[src/shared/hidap_map.svh]
// Purpose: offsets, reset values and counts of the host irq / dma grant port
// Assumes: 7-bit register address, 8-bit data
// Notes: included by the port module
`ifndef HIDAP_MAP_SVH
`define HIDAP_MAP_SVH
`define HIDAP_ADDR_FIFO_A 7'h00
`define HIDAP_ADDR_FIFO_B 7'h40
`define HIDAP_ADDR_IRQ_STATUS_REG 7'h20
`define HIDAP_ADDR_EXTENDED_IRQ_STATUS_REG 7'h24
`define HIDAP_STATUS_RST 8'h00
`define HIDAP_DATA_RST 8'h00
`define HIDAP_FIFO_DEPTH 16
`define HIDAP_RX_BLOCK 5'h08
`endif

[src/shared/hidap_pkg.sv]
// Purpose: types of the host irq / dma grant port
// Assumes: nothing
// Notes: used by name, never imported
package hidap_pkg;
  typedef logic [7:0] hidap_byte_t;
  typedef enum logic {hidap_req_idle, hidap_req_burst} hidap_req_t;
endpackage

[src/hdl/hidap_fifo.sv]
// Purpose: synchronous fifo with valid/ready on both sides
// Assumes: single clock, synchronous active-high reset
// Notes: full and empty are registered
`timescale 1ns/1ps
module hidap_fifo #(
  parameter int W = 8,
  parameter int D = 16
) (
  input wire logic clk,
  input wire logic reset,
  input wire logic in_valid,
  output logic in_ready,
  input wire logic [W-1:0] in_data,
  output logic out_valid,
  input wire logic out_ready,
  output logic [W-1:0] out_data,
  output logic [$clog2(D):0] count
);
  localparam int AW = $clog2(D);
  logic [W-1:0] mem [D];
  logic [AW-1:0] wr_q;
  logic [AW-1:0] rd_q;
  logic [AW:0] cnt_q;
  logic [AW:0] cnt_d;
  logic push;
  logic pop;

  assign push = in_valid & in_ready;
  assign pop = out_valid & out_ready;
  assign cnt_d = cnt_q + (AW+1)'(push) - (AW+1)'(pop);
  assign out_data = mem[rd_q];
  assign count = cnt_q;

  always_ff @(posedge clk)
  begin
    if (push)
    begin
      mem[wr_q] <= in_data;
    end
  end

  always_ff @(posedge clk)
  begin
    if (reset)
    begin
      wr_q <= '0;
      rd_q <= '0;
      cnt_q <= '0;
      in_ready <= 1'b1;
      out_valid <= 1'b0;
    end
    else
    begin
      wr_q <= wr_q + AW'(push);
      rd_q <= rd_q + AW'(pop);
      cnt_q <= cnt_d;
      in_ready <= (cnt_d != (AW+1)'(D));
      out_valid <= (cnt_d != '0);
    end
  end
endmodule

[src/hdl/hidap_port.sv]
// Purpose: host side irq pin, status registers and per-channel dma grant access
// Assumes: all pins synchronous to clk; strobes act on their falling edge
// Notes: irq pin is open drain: irq_n_o stays low, irq_oe gates it
`timescale 1ns/1ps
`include "hidap_map.svh"
module hidap_port (
  input wire logic clk,
  input wire logic reset,
  input wire logic [6:0] addr,
  input wire logic cs_n,
  input wire logic rd_n,
  input wire logic wr_n,
  input wire logic dma_grant_chan_a_n,
  input wire logic dma_grant_chan_b_n,
  input wire logic [7:0] data_i,
  output logic [7:0] data_o,
  output logic data_oe,
  output logic irq_n_o,
  output logic irq_oe,
  output logic [1:0] rx_dma_request,
  input wire logic [7:0] irq_src,
  input wire logic [7:0] ext_irq_src,
  input wire logic [1:0] rx_valid,
  input wire logic [1:0][7:0] rx_data,
  output logic [1:0] rx_ready,
  output logic [1:0] tx_valid,
  output logic [1:0][7:0] tx_data
);
  logic rd_q;
  logic wr_q;
  logic rd_fall;
  logic wr_fall;
  logic [1:0] gnt;
  logic any_gnt;
  logic reg_sel;
  logic [1:0] pop;
  logic [1:0] addr_fifo;
  logic [1:0][7:0] head;
  logic [1:0][4:0] fcount;
  logic [7:0] irq_status_reg;
  logic [7:0] extended_irq_status_reg;
  logic pend;
  hidap_pkg::hidap_byte_t rdata;

  assign rd_fall = rd_q & ~rd_n;
  assign wr_fall = wr_q & ~wr_n;
  // grants are active low, one per channel, a wins; tied high when unused
  assign gnt = {~dma_grant_chan_b_n & dma_grant_chan_a_n, ~dma_grant_chan_a_n};
  assign any_gnt = |gnt;
  // address decode only counts when no grant is active
  assign reg_sel = ~any_gnt & ~cs_n;
  assign addr_fifo[0] = reg_sel & (addr == `HIDAP_ADDR_FIFO_A);
  assign addr_fifo[1] = reg_sel & (addr == `HIDAP_ADDR_FIFO_B);
  assign pend = (|irq_status_reg) | (|extended_irq_status_reg);

  always_ff @(posedge clk)
  begin
    if (reset)
    begin
      rd_q <= 1'b1;
      wr_q <= 1'b1;
    end
    else
    begin
      rd_q <= rd_n;
      wr_q <= wr_n;
    end
  end

  // grant selects the fifo directly, address ignored
  always_comb
  begin
    rdata = `HIDAP_DATA_RST;
    if (gnt[0])
    begin
      rdata = head[0];
    end
    else if (gnt[1])
    begin
      rdata = head[1];
    end
    else
    begin
      case (addr)
        `HIDAP_ADDR_FIFO_A: rdata = head[0];
        `HIDAP_ADDR_FIFO_B: rdata = head[1];
        `HIDAP_ADDR_IRQ_STATUS_REG: rdata = irq_status_reg;
        `HIDAP_ADDR_EXTENDED_IRQ_STATUS_REG: rdata = extended_irq_status_reg;
        default: rdata = `HIDAP_DATA_RST;
      endcase
    end
  end

  always_ff @(posedge clk)
  begin
    if (reset)
    begin
      data_o <= `HIDAP_DATA_RST;
      data_oe <= 1'b0;
    end
    else if (rd_fall & (any_gnt | ~cs_n))
    begin
      data_o <= rdata;
      data_oe <= 1'b1;
    end
    else if (rd_n)
    begin
      data_oe <= 1'b0;
    end
  end

  // sticky causes, cleared by reading; a new event wins over the clear
  always_ff @(posedge clk)
  begin
    if (reset)
    begin
      irq_status_reg <= `HIDAP_STATUS_RST;
      extended_irq_status_reg <= `HIDAP_STATUS_RST;
    end
    else
    begin
      irq_status_reg <= (irq_status_reg & ~{8{rd_fall & reg_sel & (addr == `HIDAP_ADDR_IRQ_STATUS_REG)}})
        | irq_src;
      extended_irq_status_reg <= (extended_irq_status_reg
        & ~{8{rd_fall & reg_sel & (addr == `HIDAP_ADDR_EXTENDED_IRQ_STATUS_REG)}}) | ext_irq_src;
    end
  end

  // open drain: level fixed low, only the enable moves
  always_ff @(posedge clk)
  begin
    if (reset)
    begin
      irq_n_o <= 1'b0;
      irq_oe <= 1'b0;
    end
    else
    begin
      irq_n_o <= 1'b0;
      irq_oe <= pend;
    end
  end

  always_ff @(posedge clk)
  begin
    if (reset)
    begin
      tx_valid <= '0;
      tx_data <= '0;
    end
    else
    begin
      for (int i = 0; i < 2; i++)
      begin
        // grant is only seen once the dma owns the bus
        tx_valid[i] <= wr_fall & (gnt[i] | addr_fifo[i]);
        if (wr_fall & (gnt[i] | addr_fifo[i]))
        begin
          tx_data[i] <= data_i;
        end
      end
    end
  end

  for (genvar c = 0; c < 2; c++)
  begin : g_chan
    hidap_pkg::hidap_req_t st_q;
    logic [4:0] left_q;

    assign pop[c] = rd_fall & (gnt[c] | addr_fifo[c]);

    hidap_fifo #(.W(8), .D(`HIDAP_FIFO_DEPTH)) u_rx_fifo (
      .clk(clk),
      .reset(reset),
      .in_valid(rx_valid[c]),
      .in_ready(rx_ready[c]),
      .in_data(rx_data[c]),
      .out_valid(),
      .out_ready(pop[c]),
      .out_data(head[c]),
      .count(fcount[c])
    );

    // request held for a whole block, dropped after the last read falls
    always_ff @(posedge clk)
    begin
      if (reset)
      begin
        st_q <= hidap_pkg::hidap_req_idle;
        left_q <= '0;
        rx_dma_request[c] <= 1'b0;
      end
      else
      begin
        case (st_q)
          hidap_pkg::hidap_req_idle:
          begin
            if (fcount[c] >= `HIDAP_RX_BLOCK)
            begin
              st_q <= hidap_pkg::hidap_req_burst;
              left_q <= `HIDAP_RX_BLOCK;
              rx_dma_request[c] <= 1'b1;
            end
          end
          hidap_pkg::hidap_req_burst:
          begin
            if (pop[c])
            begin
              left_q <= left_q - 5'h01;
              if (left_q == 5'h01)
              begin
                st_q <= hidap_pkg::hidap_req_idle;
                rx_dma_request[c] <= 1'b0;
              end
            end
          end
          default:
          begin
            st_q <= hidap_pkg::hidap_req_idle;
            rx_dma_request[c] <= 1'b0;
          end
        endcase
      end
    end
  end
endmodule

[config.mk]
export PLATFORM = sky130hd
export DESIGN_NAME = hidap_port
export DESIGN_NICKNAME = d
export VERILOG_FILES = /design/src/shared/hidap_pkg.sv /design/src/hdl/hidap_fifo.sv /design/src/hdl/hidap_port.sv
export VERILOG_INCLUDE_DIRS = /design/src /design/src/shared
export SDC_FILE = /design/constraint.sdc
export NUM_CORES = 1
export LEC_CHECK = 0
export BUFFER_PORTS_ARGS = -buffer_cell sky130_fd_sc_hd__buf_4
export CAP_MARGIN = 10
export CORE_ASPECT_RATIO = 0.8
export CORE_MARGIN = 2
export CORE_UTILIZATION = 50
export DETAILED_ROUTE_END_ITERATION = 6
export GPL_TIMING_DRIVEN = 0
export PLACE_DENSITY_LB_ADDON = 0.3
export SLEW_MARGIN = 10
export SYNTH_ARGS = -nofsm -noshare
export SYNTH_HDL_FRONTEND = slang
export SYNTH_SLANG_ARGS = --single-unit
[constraint.sdc]
create_clock -name clk -period 2.7 [get_ports clk]
set_clock_uncertainty 0.15 [all_clocks]
set_input_delay 0 -clock clk [delete_from_list [all_inputs] [get_ports clk]]
set_output_delay 0 -clock clk [all_outputs]
set_load 0.05 [all_outputs]
==> run metrics <==
outcome=completed; post-DR vias/cell=5.72; min-delay worst type=in2reg; clock slew seen by the registers of the worst setup and hold paths=0.06 ns; TritonCTS clock tree=yes; number of setup violations in the final report=0; Net Sw Power=3340 uW; required time at the endpoint of the critical path=2.95 ns; fillers=2004; Least-Margin Pin Slew=1.00 ns; post-synth top area cell=sky130_fd_sc_hd__edfxtp_1; floorplan die height=154 um; Final #Nets=1182; top routing layer in use=met4; root cell of the clock tree=sky130_fd_sc_hd__clkbuf_16; distinct cell type count after synthesis=53; Min Clock Period, post-route=2.60 ns; largest registers=g_chan.u_rx_fifo.mem: 256 flops, tx_data: 16 flops; Highest Clock Rate=0.384 GHz; top library cells by usage in the layout, fill and taps aside=sky130_fd_sc_hd__edfxtp_1 (256), sky130_fd_sc_hd__nor2_1 (112), sky130_fd_sc_hd__buf_4 (103), sky130_fd_sc_hd__dfxtp_1 (90), sky130_fd_sc_hd__mux4_2 (64); global-route wire length before repair=47700 um; unrepaired setup endpoints after global routing=no; Synth Warn #=0; reg-to-reg critical path endpoint=data_o[1]; switching portion of total power=0.260; RR Startpoint=g_chan[0].u_rx_fifo.rd_q[0]; total CTS buffers=35; Internal=9520 uW; first-iteration detailed-routing DRC count=763; # rows=54; sum of met3 wire segment lengths after detailed routing=2990 um; total via count in the routed design=8531; relative contribution of the clock network to total power=0.351; Comb pwr share=0.164; number of flip-flops in the largest register=256; total power consumption of the routed design=12900 uW; Chip Width=191 um; number of cells traversed by the worst register-to-register path=8; pin count of the biggest net entering global routing=17; HPWL after detailed placement=21100 um; Starting Density=0.512; final standard cell area without fillers=0.0169 mm2; total routing usage reported by global routing=0.216; register with the most flip-flops=g_chan.u_rx_fifo.mem; cell area after technology mapping=0.0140 mm2; average detailed-routed wire length per instance=21.3 um; highest net fanout along the worst path=10; Peak supply drop=439 uV; max-slew violations=0; antenna fix cells=0; residual DRC count=0; share of final-layout standard cells stronger than drive strength 1=0.237; total routed wirelength=31700 um; Skew-Pair Late Insertion Delay=0.52 ns; number of sinks driven by the clock tree=346; overall die area=0.0294 mm2; Worst Setup End Kind=flop; crit share post-route=0.964; Final Hold Vio Count=0; met2 wire length=14100 um; number of enable flip-flop cells after synthesis=256; leading cell types by total area after synthesis=sky130_fd_sc_hd__edfxtp_1 (55%), sky130_fd_sc_hd__dfxtp_1 (13%), sky130_fd_sc_hd__mux4_2 (10%); synthesized area per cell=15.4 um2; WS Path Type=reg2reg; prevailing post-synth register cell=sky130_fd_sc_hd__edfxtp_1; MaxCap Viol Count=0; destination of the critical timing path=data_o[1]; power density over cell area=760 mW/mm2; antenna viol nets, final=0; post-synth top area share=0.548; number of global-route vias before repair=8216; Top-Level Pins=89; number of cells produced by synthesis=913; post-place instance area=0.0152 mm2; worst reg-to-reg setup slack=0.1 ns; sequential share of power=0.485; core footprint=0.0274 mm2; metal1 wirelength=14100 um; most common library cell in the layout ignoring fill and taps=sky130_fd_sc_hd__edfxtp_1; critical path arrival=2.85 ns; area growth from synthesis to layout=20.7%; synthesis-stage register bit count=346; depth of the CTS H-tree=2; synthesized netlist net count=995; router iterations before antenna repair=5; FFs w/ async S/R, synth=0; type of element launching the critical path=flop; Static Leakage=0.00588 uW; total grt overflow=0; number of buffers inserted by port buffering=87; Critical Path Source=g_chan[0].u_rx_fifo.rd_q[0]; Routability Congestion=0.819; part of the Yosys area used for sequential elements=0.676; initial antenna violation count=0; headroom to the max-slew limit=0.330; Max Root-Sink Buffers=3
cells in the mapped netlist (5+ instances only):
master                     count
sky130_fd_sc_hd__ha_1         24
sky130_fd_sc_hd__a21oi_1      38
sky130_fd_sc_hd__o221ai_1      7
sky130_fd_sc_hd__dfxtp_1      90
sky130_fd_sc_hd__or2_2         5
sky130_fd_sc_hd__nand3_1      19
sky130_fd_sc_hd__xor2_1        7
sky130_fd_sc_hd__nor2_1      112
sky130_fd_sc_hd__a21o_1        6
sky130_fd_sc_hd__mux2i_1      40
sky130_fd_sc_hd__clkbuf_1     20
sky130_fd_sc_hd__buf_1         9
sky130_fd_sc_hd__buf_4         6
sky130_fd_sc_hd__mux4_2       64
sky130_fd_sc_hd__a22oi_1      16
sky130_fd_sc_hd__nand2b_1      5
sky130_fd_sc_hd__nor2b_1      16
sky130_fd_sc_hd__nor3_1       13
sky130_fd_sc_hd__xnor2_1      11
sky130_fd_sc_hd__nand2_1      17
sky130_fd_sc_hd__and2_1        6
sky130_fd_sc_hd__o22ai_1      17
sky130_fd_sc_hd__buf_2        10
sky130_fd_sc_hd__a211oi_1      9
sky130_fd_sc_hd__edfxtp_1    256
sky130_fd_sc_hd__inv_1        25
sky130_fd_sc_hd__o21ai_0      17
worst min path at each step:
stage,from,slack (ns),cells after the start,endpoint
floorplan,rx_data[0],-0.05,0,g_chan[0].u_rx_fifo.mem[0][0]
global placement,wr_n,0.06,2,wr_q
detailed placement,wr_n,0.06,2,wr_q
CTS,addr[4],0.003,6,data_o[3]
global route,addr[4],0.03,5,g_chan[0].left_q[0]
finish,addr[4],0.01,5,g_chan[0].left_q[0]
worst max-delay path: stages, from the launching register on:
cell                       delay [ns]
sky130_fd_sc_hd__dfxtp_1         0.34
sky130_fd_sc_hd__buf_2           0.22
sky130_fd_sc_hd__buf_4           0.27
sky130_fd_sc_hd__buf_6           0.24
sky130_fd_sc_hd__mux4_2          0.56
sky130_fd_sc_hd__a22oi_1         0.33
sky130_fd_sc_hd__a211oi_1        0.18
sky130_fd_sc_hd__o21ai_0         0.11
sky130_fd_sc_hd__nand3_1         0.09
power groups by stage:
stage,sequential [uW],clock (uW),combinational (uW)
finish,6240,4510,2110
global route,6270,4800,2340
CTS,6240,4590,2040
detailed placement,6350,0,1960
global placement,6340,0,1920
floorplan,6440,0,1240
routing by layer:
layer,vias to the layer above,track usage
met2,376,0.323
met5,-,0
met4,0,0.0546
met3,43,0.0484
li1,3895,-
met1,4217,0.321
layout make-up:
cell class	count	area [um2]	area share
plain buffers	44	230	0.0136
clock buffers	45	933	0.0551
clock inverters	19	129	0.00761
inverters	25	93.8	0.00554
multi-input cells	497	4340	0.256
flip-flops and latches	346	9490	0.560
well taps	364	455	0.0269
repair buffers	151	1270	0.0748
kinds of logic after synthesis:
group | count (synthesis) | share of synthesized area
AO/OA/AOI/OAI | 118 | 0.0536
other | 1 | 0.000267
adder cells (fa/ha/maj) | 26 | 0.0243
AND/OR/NAND/NOR | 227 | 0.0795
multiplexers | 107 | 0.134
XOR/XNOR | 18 | 0.0112
buffers and inverters | 70 | 0.0212
flip-flops | 346 | 0.676
per-stage QoR:
stage | instances | utilization | TNS (ns) | setup slack, ns | hold slack, ns
3_5_place_dp | 1365 | 0.554 | -3.97 | -0.668 | 0.0570
5_1_grt | 1491 | 0.617 | 0 | 0.00602 | 0.0263
6_report | 1491 | 0.617 | 0 | 0.0984 | 0.0113
3_3_place_gp | 1364 | 0.552 | -4.88 | -0.673 | 0.0553
4_1_cts | 1481 | 0.612 | 0 | 0.000476 | 0.00261
2_1_floorplan | 913 | - | 0 | 0.0130 | -0.0511
repair_timing:
| action | in CTS | in global routing |
|---|---|---|
| buffers inserted | 1 | 10 |
| gates resized for setup | 8 | 19 |
| pin swaps | 2 | 6 |
| gates cloned | 0 | 0 |
| endpoints found under the setup margin | 14 | 21 |
| endpoints found under the hold margin | 319 | 0 |
| hold buffers | 52 | 0 |
Power figures use the tool's default switching activity.
